File: config.mk
export PLATFORM = sky130hd
export DESIGN_NAME = dfl_decode
export DESIGN_NICKNAME = d
export VERILOG_FILES = /design/src/dfl_pkg.sv /design/src/dfl_cmp_if.sv /design/src/dfl_decode.sv /design/src/dfl_dcmp.sv
export SDC_FILE = /design/constraint.sdc
export NUM_CORES = 2
export LEC_CHECK = 0
export BUFFER_PORTS_ARGS = -buffer_cell sky130_fd_sc_hd__buf_2
export CAP_MARGIN = 40
export CORE_MARGIN = 5
export CORE_UTILIZATION = 28
export CTS_BUF_LIST = sky130_fd_sc_hd__clkbuf_4
export DETAILED_ROUTE_END_ITERATION = 16
export PLACE_DENSITY = 0.53
export SYNTH_ARGS = -nofsm -noshare
export SYNTH_HDL_FRONTEND = slang
export SYNTH_SLANG_ARGS = --single-unit
File: constraint.sdc
create_clock -name clk -period 9.75 [get_ports clk]
set_input_delay 1.95 -clock clk [delete_from_list [all_inputs] [get_ports clk]]
set_output_delay 1.95 -clock clk [all_outputs]
set_load 0.02 [all_outputs]
File: src/dfl_pkg.sv
// Shared constants and types for the double, shift-immediate and long-immediate decoder
package dfl_pkg;

  // ---------------------------------------------------------------
  // Instruction fields (bit 0 is the MSB of the 32-bit word)
  // ---------------------------------------------------------------
  localparam int OPC_LSB    = 26;
  localparam int RD_LSB     = 21;
  localparam int RA_LSB     = 16;
  localparam int SUBOP_LSB  = 16;
  localparam int FUNC_LSB   = 0;
  localparam int SPFX_LSB   = 5;
  localparam int FW_LSB     = 5;
  localparam int FS_LSB     = 0;
  localparam int EXT_LSB    = 11;

  localparam logic [5:0] OPC_FLOAT   = 6'h16;
  localparam logic [5:0] OPC_SHIFTI  = 6'h19;
  localparam logic [5:0] OPC_LONGIMM = 6'h1a;

  // ---------------------------------------------------------------
  // Function fields of the double group
  // ---------------------------------------------------------------
  localparam logic [10:0] FN_DOUBLE_ADD  = 11'h400;
  localparam logic [10:0] FN_DOUBLE_REVERSE_SUBTRACT = 11'h480;
  localparam logic [10:0] FN_DOUBLE_MULTIPLY  = 11'h500;
  localparam logic [10:0] FN_DOUBLE_DIVIDE  = 11'h580;
  localparam logic [10:0] FN_DUN   = 11'h600;
  localparam logic [10:0] FN_DLT   = 11'h610;
  localparam logic [10:0] FN_DEQ   = 11'h620;
  localparam logic [10:0] FN_DLE   = 11'h630;
  localparam logic [10:0] FN_DGT   = 11'h640;
  localparam logic [10:0] FN_DNE   = 11'h650;
  localparam logic [10:0] FN_DGE   = 11'h660;
  localparam logic [10:0] FN_DFLT  = 11'h680;
  localparam logic [10:0] FN_DOUBLE_TO_LONG = 11'h700;
  localparam logic [10:0] FN_DSQRT = 11'h780;

  // ---------------------------------------------------------------
  // Shift-immediate prefixes and long-immediate sub-operations
  // ---------------------------------------------------------------
  localparam logic [7:0] PFX_SRL = 8'h00;
  localparam logic [7:0] PFX_SRA = 8'h10;
  localparam logic [7:0] PFX_SLL = 8'h20;
  localparam logic [4:0] PFX_EXT = 5'h08;
  localparam logic [4:0] EXT_MASK = 5'h1b;

  localparam logic [4:0] SUB_ADD   = 5'h00;
  localparam logic [4:0] SUB_RSUB  = 5'h01;
  localparam logic [4:0] SUB_ADDC  = 5'h02;
  localparam logic [4:0] SUB_RSUBC = 5'h03;
  localparam logic [4:0] SUB_ADDK  = 5'h04;
  localparam logic [4:0] SUB_RSUBK = 5'h05;
  localparam logic [4:0] SUB_ADDKC = 5'h06;
  localparam logic [4:0] SUB_RSBKC = 5'h07;
  localparam logic [4:0] SUB_OR    = 5'h10;
  localparam logic [4:0] SUB_AND   = 5'h11;

  // ---------------------------------------------------------------
  // Double-precision constants and reset values
  // ---------------------------------------------------------------
  localparam logic [10:0] EXP_BIAS = 11'h3ff;
  localparam logic [10:0] EXP_MAX  = 11'h7ff;
  localparam logic [63:0] LONG_MAX = 64'h7fffffffffffffff;
  localparam logic [63:0] LONG_MIN = 64'h8000000000000000;
  localparam logic [63:0] DATA_RST = 64'h0;

  typedef enum logic [2:0] {
    DFL_FP_ADD  = 3'h0,
    DFL_FP_RSUB = 3'h1,
    DFL_FP_MUL  = 3'h2,
    DFL_FP_DIV  = 3'h3,
    DFL_FP_SQRT = 3'h4
  } dfl_fp_op_e;

  typedef enum logic [0:0] {
    DFL_IDLE = 1'b0,
    DFL_WAIT = 1'b1
  } dfl_state_e;

endpackage

File: src/dfl_cmp_if.sv
// Carrier between the decoder and the double comparator
`timescale 1ns/10ps
interface dfl_cmp_if;
  logic [63:0] lhs;
  logic [63:0] rhs;
  logic        unordered;
  logic        less;
  logic        equal;

  modport req
  (
    output lhs,
    output rhs,
    input  unordered,
    input  less,
    input  equal
  );

  modport cmp
  (
    input  lhs,
    input  rhs,
    output unordered,
    output less,
    output equal
  );
endinterface

File: src/dfl_decode.sv
// Decoder and executor for double, shift-immediate and long-immediate instructions
`timescale 1ns/10ps
// Notes on behaviour
// RL1 - Double function 10000000000 writes src_b plus src_a, double precision.
// RL2 - Double function 10010000000 writes src_b minus src_a.
// RL3 - Double function 10100000000 writes src_b times src_a.
// RL4 - Double function 10110000000 writes src_b divided by src_a.
// RL5 - Unordered compare writes 1 when either operand is NaN, else 0.
// RL6 - Less, equal, less-or-equal compares write 1 when src_b relation src_a holds.
// RL7 - Greater, not-equal, greater-or-equal compares write 1 when the relation holds.
// RL8 - Function 11010000000 converts integer src_a to double.
// RL9 - Function 11100000000 converts double src_a to a long integer.
// RL10 - Function 11110000000 writes the double square root of src_a.
// RL11 - Opcode 011001 shifts right by shift_amount, logical or sign-filling by prefix.
// RL12 - Prefix 00100000 shifts src_a left by shift_amount, zero filled.
// RL13 - Field extract places src_a shifted right into low field bits, upper cleared.
// RL14 - Opcode 011010 is the long-immediate group; sub-op 00000 adds immediate.
// RL15 - Reverse-subtract and keep-carry add variants operate without the carry flag.
// RL16 - Carry-using long-immediate sub-operations add the carry flag into the result.
// RL17 - Sub-op 10000 ORs the sign-extended immediate into the 64-bit dest.
// RL18 - Sub-op 10001 ANDs the sign-extended immediate into the 64-bit dest.
// RL19 - Reverse-subtract adds immediate to inverted dest plus one or plus carry.
// RL20 - Bit 0 is the instruction MSB; opcode leads, register fields five bits.
// RL21 - Double and long-immediate groups are illegal unless 64-bit mode is on.
module dfl_decode
  import dfl_pkg::*;
(
  input  wire logic        clk,
  input  wire logic        sys_rst,
  input  wire logic        cfg_long_mode,
  input  wire logic        instr_valid,
  input  wire logic [31:0] instr,
  input  wire logic [63:0] src_a_val,
  input  wire logic [63:0] src_b_val,
  input  wire logic [63:0] dest_val,
  input  wire logic        carry_flag,
  input  wire logic        fpu_done,
  input  wire logic [63:0] fpu_result,
  output logic             busy,
  output logic             wb_valid,
  output logic [4:0]       wb_reg,
  output logic [63:0]      wb_data,
  output logic             carry_wr,
  output logic             carry_val,
  output logic             illegal_instr,
  output logic             fpu_start,
  output dfl_fp_op_e       fpu_op,
  output logic [63:0]      fpu_lhs,
  output logic [63:0]      fpu_rhs
);

  // ---------------------------------------------------------------
  // Conversion helpers
  // ---------------------------------------------------------------
  // Signed 64-bit integer to double, round to nearest even
  function automatic logic [63:0] long_to_dbl(input logic [63:0] v);
    logic        sgn;
    logic [63:0] mag;
    logic [63:0] norm;
    logic [52:0] man;
    logic [10:0] ex;
    int          msb;
    sgn = v[63];
    mag = sgn ? (~v + 64'h1) : v;
    msb = 0;
    for (int i = 0; i < 64; i++)
      if (mag[i])
        msb = i;
    norm = mag << (63 - msb);
    man  = {1'b0, norm[62:11]};
    if (norm[10] && ((|norm[9:0]) || man[0]))
      man = man + 53'h1;
    ex = EXP_BIAS + 11'(msb);
    if (man[52])
      ex = ex + 11'h1;
    long_to_dbl = (mag == 64'h0) ? 64'h0 : {sgn, ex, man[51:0]};
  endfunction

  // Double to signed 64-bit integer, truncated toward zero, saturating
  function automatic logic [63:0] dbl_to_long(input logic [63:0] d);
    logic [10:0]  ex;
    logic [10:0]  sh;
    logic [116:0] mag;
    logic [63:0]  res;
    ex  = d[62:52];
    sh  = ex - EXP_BIAS;
    mag = {64'h0, 1'b1, d[51:0]};
    if (ex == EXP_MAX && d[51:0] != 52'h0)
      res = LONG_MAX;
    else if (ex < EXP_BIAS)
      res = 64'h0;
    else if (sh >= 11'd63)
      res = d[63] ? LONG_MIN : LONG_MAX;
    else
    begin
      mag = mag << sh;
      res = 64'(mag[116:52]);
      res = d[63] ? (~res + 64'h1) : res;
    end
    dbl_to_long = res;
  endfunction

  // ---------------------------------------------------------------
  // Field split, bit 0 taken as the MSB
  // ---------------------------------------------------------------
  logic [5:0]  f_opc;
  logic [4:0]  f_rd;
  logic [4:0]  f_sub;
  logic [10:0] f_func;
  logic [7:0]  f_spfx;
  logic [4:0]  f_ext;
  logic [4:0]  f_width;
  logic [4:0]  f_shamt;
  logic [63:0] imm_sx;

  assign f_opc   = instr[OPC_LSB +: 6];  // RL20
  assign f_rd    = instr[RD_LSB +: 5];
  assign f_sub   = instr[SUBOP_LSB +: 5];
  assign f_func  = instr[FUNC_LSB +: 11];
  assign f_spfx  = instr[SPFX_LSB +: 8];
  assign f_ext   = instr[EXT_LSB +: 5];
  assign f_width = instr[FW_LSB +: 5];
  assign f_shamt = instr[FS_LSB +: 5];
  assign imm_sx  = {{48{instr[15]}}, instr[15:0]};

  // ---------------------------------------------------------------
  // Double comparator
  // ---------------------------------------------------------------
  dfl_cmp_if cmp_bus ();

  assign cmp_bus.lhs = src_b_val;
  assign cmp_bus.rhs = src_a_val;

  dfl_dcmp u_dcmp
  (
    .c (cmp_bus.cmp)
  );

  // ---------------------------------------------------------------
  // Long-immediate adder
  // ---------------------------------------------------------------
  logic [63:0] li_opnd;
  logic        li_cin;
  logic [64:0] li_sum;
  logic        li_rev;
  logic        li_usec;

  // Sub-op bit 0 picks reverse, bit 1 picks carry-in
  assign li_rev  = f_sub[0];
  assign li_usec = f_sub[1];
  assign li_opnd = li_rev ? ~dest_val : dest_val;  // RL19
  assign li_cin  = li_usec ? carry_flag : li_rev;  // RL15 RL16 RL19
  assign li_sum  = {1'b0, imm_sx} + {1'b0, li_opnd} + {64'h0, li_cin};

  // ---------------------------------------------------------------
  // Decode and single-cycle results
  // ---------------------------------------------------------------
  logic        next_wr;
  logic [63:0] next_data;
  logic        next_cwr;
  logic        next_illegal;
  logic        next_fp;
  dfl_fp_op_e  next_fp_op;
  logic [31:0] shift_res;
  logic [31:0] field_mask;

  assign field_mask = ~(32'hffffffff << f_width);

  // Function bits 9 to 7 name the operation; of the unit operations only square root sets bit 9
  assign next_fp_op = dfl_fp_op_e'(f_func[9] ? 3'h4 : {1'b0, f_func[8:7]});

  always_comb
  begin
    next_wr      = 1'b0;
    next_data    = DATA_RST;
    next_cwr     = 1'b0;
    next_illegal = 1'b0;
    next_fp      = 1'b0;
    shift_res    = 32'h0;
    unique case (f_opc)
      OPC_FLOAT:
      begin
        next_wr = cfg_long_mode;
        unique case (f_func)
          FN_DOUBLE_ADD, FN_DOUBLE_REVERSE_SUBTRACT, FN_DOUBLE_MULTIPLY, FN_DOUBLE_DIVIDE, FN_DSQRT:
            next_fp = 1'b1;  // RL1 RL2 RL3 RL4 RL10
          FN_DUN:
            next_data = {63'h0, cmp_bus.unordered};  // RL5
          FN_DLT:
            next_data = {63'h0, cmp_bus.less};  // RL6
          FN_DEQ:
            next_data = {63'h0, cmp_bus.equal};  // RL6
          FN_DLE:
            next_data = {63'h0, cmp_bus.less | cmp_bus.equal};  // RL6
          FN_DGT:
            next_data = {63'h0, ~cmp_bus.unordered & ~cmp_bus.less & ~cmp_bus.equal};  // RL7
          FN_DNE:
            next_data = {63'h0, ~cmp_bus.equal};  // RL7
          FN_DGE:
            next_data = {63'h0, ~cmp_bus.unordered & ~cmp_bus.less};  // RL7
          FN_DFLT:
            next_data = long_to_dbl(src_a_val);  // RL8
          FN_DOUBLE_TO_LONG:
            next_data = dbl_to_long(src_a_val);  // RL9
          default:
            next_wr = 1'b0;
        endcase
        next_illegal = !(next_wr || (next_fp && cfg_long_mode));  // RL21
        next_fp      = next_fp && cfg_long_mode;
        next_wr      = next_wr && !next_fp;
      end
      OPC_SHIFTI:
      begin
        next_wr = 1'b1;
        if ((f_ext & EXT_MASK) == PFX_EXT)
          shift_res = (src_a_val[31:0] >> f_shamt) & field_mask;  // RL13
        else if (f_spfx == PFX_SRL)
          shift_res = src_a_val[31:0] >> f_shamt;  // RL11
        else if (f_spfx == PFX_SRA)
          shift_res = 32'($signed(src_a_val[31:0]) >>> f_shamt);  // RL11
        else if (f_spfx == PFX_SLL)
          shift_res = src_a_val[31:0] << f_shamt;  // RL12
        else
          next_wr = 1'b0;
        next_data    = {32'h0, shift_res};
        next_illegal = !next_wr;
      end
      OPC_LONGIMM:
      begin
        next_wr = cfg_long_mode;  // RL21
        unique case (f_sub)
          SUB_ADD, SUB_RSUB, SUB_ADDC, SUB_RSUBC:
          begin
            next_data = li_sum[63:0];  // RL14 RL15 RL16
            next_cwr  = cfg_long_mode;
          end
          SUB_ADDK, SUB_RSUBK, SUB_ADDKC, SUB_RSBKC:
            next_data = li_sum[63:0];  // RL15 RL16
          SUB_OR:
            next_data = dest_val | imm_sx;  // RL17
          SUB_AND:
            next_data = dest_val & imm_sx;  // RL18
          default:
            next_wr = 1'b0;
        endcase
        next_illegal = !next_wr;
      end
      default:
        next_wr = 1'b0;
    endcase
  end

  // ---------------------------------------------------------------
  // Sequencing: single-cycle ops write next edge, arithmetic waits
  // ---------------------------------------------------------------
  dfl_state_e state;
  logic       take;

  // New instructions are ignored while an arithmetic op is outstanding
  assign take = instr_valid && (state == DFL_IDLE);

  always_ff @(posedge clk or posedge sys_rst)
  begin
    if (sys_rst)
      state <= DFL_IDLE;
    else
    begin
      unique case (state)
        DFL_IDLE:
          if (take && next_fp)
            state <= DFL_WAIT;
        DFL_WAIT:
          if (fpu_done)
            state <= DFL_IDLE;
      endcase
    end
  end

  always_ff @(posedge clk or posedge sys_rst)
  begin
    if (sys_rst)
      busy <= 1'b0;
    else if (take && next_fp)
      busy <= 1'b1;
    else if (state == DFL_WAIT && fpu_done)
      busy <= 1'b0;
  end

  always_ff @(posedge clk or posedge sys_rst)
  begin
    if (sys_rst)
    begin
      fpu_start <= 1'b0;
      fpu_op    <= DFL_FP_ADD;
      fpu_lhs   <= DATA_RST;
      fpu_rhs   <= DATA_RST;
    end
    else
    begin
      fpu_start <= take && next_fp;  // RL1 RL2 RL3 RL4 RL10
      if (take && next_fp)
      begin
        fpu_op  <= next_fp_op;
        fpu_lhs <= src_b_val;
        fpu_rhs <= src_a_val;
      end
    end
  end

  always_ff @(posedge clk or posedge sys_rst)
  begin
    if (sys_rst)
    begin
      wb_valid      <= 1'b0;
      wb_reg        <= 5'h0;
      wb_data       <= DATA_RST;
      carry_wr      <= 1'b0;
      carry_val     <= 1'b0;
      illegal_instr <= 1'b0;
    end
    else
    begin
      wb_valid      <= (take && next_wr) || (state == DFL_WAIT && fpu_done);
      carry_wr      <= take && next_cwr;
      illegal_instr <= take && next_illegal;
      if (take)
      begin
        wb_reg    <= f_rd;
        wb_data   <= next_data;
        carry_val <= li_sum[64];
      end
      else if (state == DFL_WAIT && fpu_done)
        wb_data <= fpu_result;
    end
  end

endmodule

File: src/dfl_dcmp.sv
// Combinational IEEE double comparator, lhs against rhs
`timescale 1ns/10ps
module dfl_dcmp
  import dfl_pkg::*;
(
  dfl_cmp_if.cmp c
);

  function automatic logic is_nan(input logic [63:0] v);
    is_nan = (v[62:52] == EXP_MAX) && (v[51:0] != 52'h0);
  endfunction

  logic both_zero;
  logic mag_lt;
  logic mag_gt;

  assign both_zero = (c.lhs[62:0] == 63'h0) && (c.rhs[62:0] == 63'h0);
  assign mag_lt    = c.lhs[62:0] < c.rhs[62:0];
  assign mag_gt    = c.lhs[62:0] > c.rhs[62:0];

  // Any NaN makes the pair unordered; every ordered relation is then false
  always_comb
  begin
    c.unordered = is_nan(c.lhs) || is_nan(c.rhs);
    c.equal     = 1'b0;
    c.less      = 1'b0;
    if (!c.unordered)
    begin
      // Plus and minus zero compare equal
      c.equal = both_zero || (c.lhs == c.rhs);
      if (!c.equal)
      begin
        if (c.lhs[63] != c.rhs[63])
          c.less = c.lhs[63];
        else if (c.lhs[63])
          c.less = mag_gt;
        else
          c.less = mag_lt;
      end
    end
  end

endmodule

* Word level (Yosys, flattened, before mapping)
Cells that the tools add are included.
** Word-level totals
- Register bits after elaboration :: 207
- Bits of input ports :: 294
- Logic and storage cells :: 228
- Output and inout port bits :: 206
** Cells by class
- Bitwise logic cells :: 14
- $add $sub $neg :: 9
- Order comparisons :: 4
- Reductions and logical operators :: 36
- Shift-type cells :: 6
- Multiplexer cells :: 114
- Eq/ne operators :: 33
** Operators by type and width (number)
- $mux W32 :: 68
- $mux W64 :: 10
- $pmux W64 S9 :: 1
- $pmux W64 S3 :: 2
- $not A64 Y64 :: 3
- $eq A11 B11 Y1 const B :: 16
- $mux W53 :: 3
- $add A64 B1 Y64 const B :: 2
- $logic_not A63 Y1 :: 2
- $shl A53 B11 Y116 :: 1
- $reduce_bool A52 Y1 :: 2
- $add A64 B64 Y65 :: 1
- $add A65 B1 Y65 :: 1
- $and A64 B64 Y64 :: 1
- $eq A64 B64 Y1 :: 1
- $logic_not A64 Y1 :: 1
- $or A64 B64 Y64 :: 1
- $shl A64 B32 Y63 :: 1
- $gt A63 B63 Y1 :: 1
- $lt A63 B63 Y1 :: 1
- $add A52 B1 Y53 const B :: 1
- $and A32 B32 Y32 :: 1
- $not A32 Y32 :: 1
- $shl A32 B5 Y32 :: 1
- 37 further kinds :: 93

* Depth between registers and ports, before layout
- Depth in word-level cells :: 81
- Depth in mapped cells :: 32
- Depth with buffers taken out :: 26

* By module
From an unflattened synthesis, not the netlist that was laid out.
** Unflattened totals
- Cell total of the unflattened synthesis :: 5345
- Area total of the unflattened synthesis :: 39080.0 µm²
** By module, submodules not included
- dfl_decode :: instances 1, cells an instance 5059, area an instance 37106.8 µm²
- dfl_dcmp :: instances 1, cells an instance 286, area an instance 1973.1 µm²

* Worst setup path after synthesis
Ideal clock, no wire load.
- Path kind :: in2reg
- Start :: in src_a_val[52]
- End :: reg wb_data[58]
- Setup time :: 0.136 ns
- Data required time :: 9.614 ns
- Data arrival time :: 8.777 ns
- Path slack :: 0.837 ns
- Stages on the path :: 29
- Path through :: clkbuf_1 > inv_1 > clkbuf_1 > clkbuf_1 > ha_1 > clkinv_1 > buf_1 > clkbuf_1 > mux4_2 > mux2i_1 > nand2_1 > a31oi_1 > o21ai_0 > a32oi_1 > nand2b_1 > ha_1 > o21ai_0 > nor3_1 > and2_1 > clkbuf_1 > nand3_1 > nor4_1 > nand2_1 > o21a_1 > xnor2_1 > o21ai_0 > and2_1 > o31a_1 > a211oi_2
** Between the ends
- Cells in the longest elaborated chain, start to end :: 30
** RTL lines
- start, declared :: RTL line dfl_decode.sv:33 : input wire logic [63:0] src_a_val,
- branches (longest 27 deep; another with $add A64 B1 Y64)
- $pmux W64 S9 (*) :: RTL line dfl_decode.sv:184 : unique case (f_func)
- $pmux W64 S3 (*) :: RTL line dfl_decode.sv:180 : unique case (f_opc)
- $mux W64 (*) :: RTL line dfl_decode.sv:326 : if (take)
- end signal, assigned :: RTL line dfl_decode.sv:329 : wb_data <= next_data;
- end signal, assigned :: RTL line dfl_decode.sv:333 : wb_data <= fpu_result;
- end, declared :: RTL line dfl_decode.sv:42 : output logic [63:0] wb_data,
Mark *: on every way between the ends. The select of a mux whose other input is x is not followed.
A chain may end at the register's enable or synchronous reset.

* Worst setup path in the final report
- Start :: in src_a_val[1]
- End :: reg wb_data[55]
** Between the ends
- Cells in the longest elaborated chain, start to end :: 81
** RTL lines (RTL line)
- branches (longest 78 deep; another with $add A64 B1 Y64)
- $pmux W64 S9 (*) :: dfl_decode.sv:184
- $pmux W64 S3 (*) :: dfl_decode.sv:180
- $mux W64 (*) :: dfl_decode.sv:326
Marked as above.

==> flow_summary_export.csv <==
group,metric,value,unit
status,status,"finished clean",
clocking,cts_hold_buf,0,
synth,ys_seq_elements,207,
critical_path,cp_slowest_cell,"a2111oi_0",
timing,period_needed,9.11,ns
die,die_area,0.148,mm²
timing,drv_slew,0,
clocking,cts_sinks,207,
synth,ys_seq_area_frac,0.132,
die,die_y,385,µm
place,portBuffers,499,
critical_path,slowest_delay,0.68,ns
critical_path,r2r-start,"state$_DFF_PP0_",
grt,grt_max_degree,193,
clocking,clk_path_buf_depth,3,
timing,finalHoldViolCount,0,
critical_path,reg2reg_depth,9,
drt,postRouteAntennaNets,0,
power,power_frac_seq,0.175,
synth,async_reset_ff_frac,1.00,
timing,tns,0,ns
synth,postSynthNetCount,6133,
power,power.total,0.00506,W
timing,fmax,110,MHz
grt,grt_pass1_wl,376000,µm
layout,final_cell_mix,"809 x nand2_1, 548 x o21ai_0, 505 x buf_2",
synth,synth-edff-count,0,
power,cellLeakagePower,19.9,nW
place,gp_congestion,1.05,
critical_path,startpoint_type,"input port",
layout,fin_nets,6681,
clocking,clock_latency,1.05,ns
timing,rsz0062_at_grt,"no",
layout,reg_top3,"fpu_lhs x64, fpu_rhs x64, wb_data x64",
power,vdd.ir_drop.worst,78.5,µV
clocking,clk_pin_slew,0.07,ns
drt,drt_iter0_markers,7216,
clocking,cts_buffers,67,
timing,clock-skew-final,0.106,ns
min_path,hold_start,"fpu_lhs[15]$_DFFE_PP0P_",
grt,grt_use_total,0.347,
min_path,hold_path_depth,2,
clocking,htreeDepth,3,
layout,layout_commonest_cell,"nand2_1",
layout,syn_to_final_growth,19.3,%
critical_path,cp_max_fo,82,
drt,first_pass_iters,6,
drt,drc,0,
min_path,hold_class,"reg2reg",
drt,vias_per_cell,6.37,
drt,post_drt_wl_per_cell,33.0,µm
critical_path,crit_type,"in2reg",
grt,antenna_found_initial,19,
timing,period_share,0.934,
synth,synth.distinct_cells,121,
clocking,cts_resized,0,
drt,num_vias,52200,
timing,maxSlewHeadroom,0.295,
die,fp.coreArea,0.140,mm²
power,p_comb_frac,0.626,
power,switching_power,0.00264,W
synth,syn_area,0.0393,mm²
run,timing.max_cap.violations,0,
grt,grt_pass1_vias,49600,
die,num_rows,137,
die,io_pins,500,
die,die_w,385,µm
synth,synth_ff_type,"dfrtp_1",
timing,setup_violations,0,
critical_path,reg2reg_slack,6.59,ns
synth,syn_area_per_cell,6.90,µm²
power,sw_frac_of_total,0.521,
power,internal_power,0.00242,W
timing,tightestPinTransition,1.06,ns
critical_path,cp.required,10.59,ns
power,p_clk_frac,0.199,
critical_path,cp.arrival,9.95,ns
clocking,postCtsSetupBuffers,0,
critical_path,worst_setup_path_end_kind,"register",
clocking,clockRootBuffer,"clkbuf_4",
layout,fin_util,0.336,
place,dp_hpwl,217000,µm
grt,grt_overflow,0,
timing,hold_ws,0.466,ns
clocking,tritoncts,"yes",
layout,drive_gt1_frac,0.207,
critical_path,crit_top_cell,"buf_4",
die,initial_core_util,0.282,
power,power_density,108,mW/mm²
synth,ys_warn_count,0,
critical_path,worstReg2RegEnd,"wb_data[17]$_DFFE_PP0P_",
min_path,holdPathEnd,"fpu_lhs[15]$_DFFE_PP0P_",
drt,routed_wl,270000,µm
synth,synthesis.instances,5703,
[cell usage after synthesis (all sizes together), types with 75 or more instances]
library cell    n  area, µm²
nand2         815       3080
o22ai          77        482
nand4         102        666
mux2i         258       2580
clkbuf        338       1270
dfrtp         207       5180
nand3         240       1210
buf           143        741
o21ai         570       2860
inv           102        383
ha            134       1680
nor3          160        847
a21oi         427       2140
o211ai        108        821
a21o           75        563
xor2          119       1040
nor4           75        567
nor2          464       1750
a211oi         86        663
xnor2         158       1400
[how the worst max path moves through the flow]
stage,start,to,slack (ns),cells past startpoint
final,src_a_val[1],wb_data[55]$_DFFE_PP0P_,0.64,28
after global routing,src_a_val[26],wb_data[39]$_DFFE_PP0P_,0.50,25
after CTS,src_a_val[26],wb_data[39]$_DFFE_PP0P_,1.04,25
after detailed placement,src_a_val[1],wb_data[55]$_DFFE_PP0P_,0.07,28
after global placement,src_a_val[0],wb_data[55]$_DFFE_PP0P_,-0.13,28
after floorplan,src_a_val[52],wb_data[58]$_DFFE_PP0P_,0.84,29
[per-stage QoR]
step | instance area (µm²) | instances | worst slack, ns
after floorplan | 39300 | 5703 | 0.837
after global placement | 45800 | 8033 | -0.128
after detailed placement | 46100 | 8057 | 0.0670
after CTS | 46900 | 8173 | 1.04
after global routing | 46900 | 8181 | 0.501
final | 47000 | 8187 | 0.639
[area by class of cell]
type	count	area (µm²)
fill	15500	92600
multi-input combinational	4901	32000
timing repair buffer	960	6120
sequential	207	5180
tap	1876	2350
clock buffer	91	683
inverter	114	435
clock inverter	25	173
antenna	13	32.5
[power groups by stage]
stage	combinational, W	sequential, W	clock (W)
2_1_floorplan	0.00172	0.000920	0
3_3_place_gp	0.00305	0.000903	0
3_5_place_dp	0.00304	0.000903	0
4_1_cts	0.00305	0.000887	0.00104
6_report	0.00317	0.000887	0.00101
5_1_grt	0.00330	0.000888	0.00109
[worst max-delay path: cells and delay by family]
kind            cells  cell delay [ns]
buf+inv             7             1.74
simple gates        9             2.75
compound gates     10             3.03
xor+xnor            1             0.15
fa+ha+maj           1             0.23
[cell families after synthesis]
family | synth area share
mux | 0.112
fa+ha+maj | 0.0467
compound gates | 0.326
buf+inv | 0.0619
simple gates | 0.260
flops | 0.132
xor+xnor | 0.0620
[metal layers]
| layer | routed length [µm] | vias to the layer above | track usage | share of wire |
|---|---|---|---|---|
| met2 | 115000 | 3379 | 0.528 | 0.42 |
| met3 | 26800 | 768 | 0.0837 | 0.099 |
| met4 | 20800 | 8 | 0.218 | 0.077 |
| li1 | - | 22600 | - | - |
| met5 | 61 | - | 0 | 0.00023 |
| met1 | 108000 | 25400 | 0.440 | 0.40 |
Power figures use the tool's default switching activity.
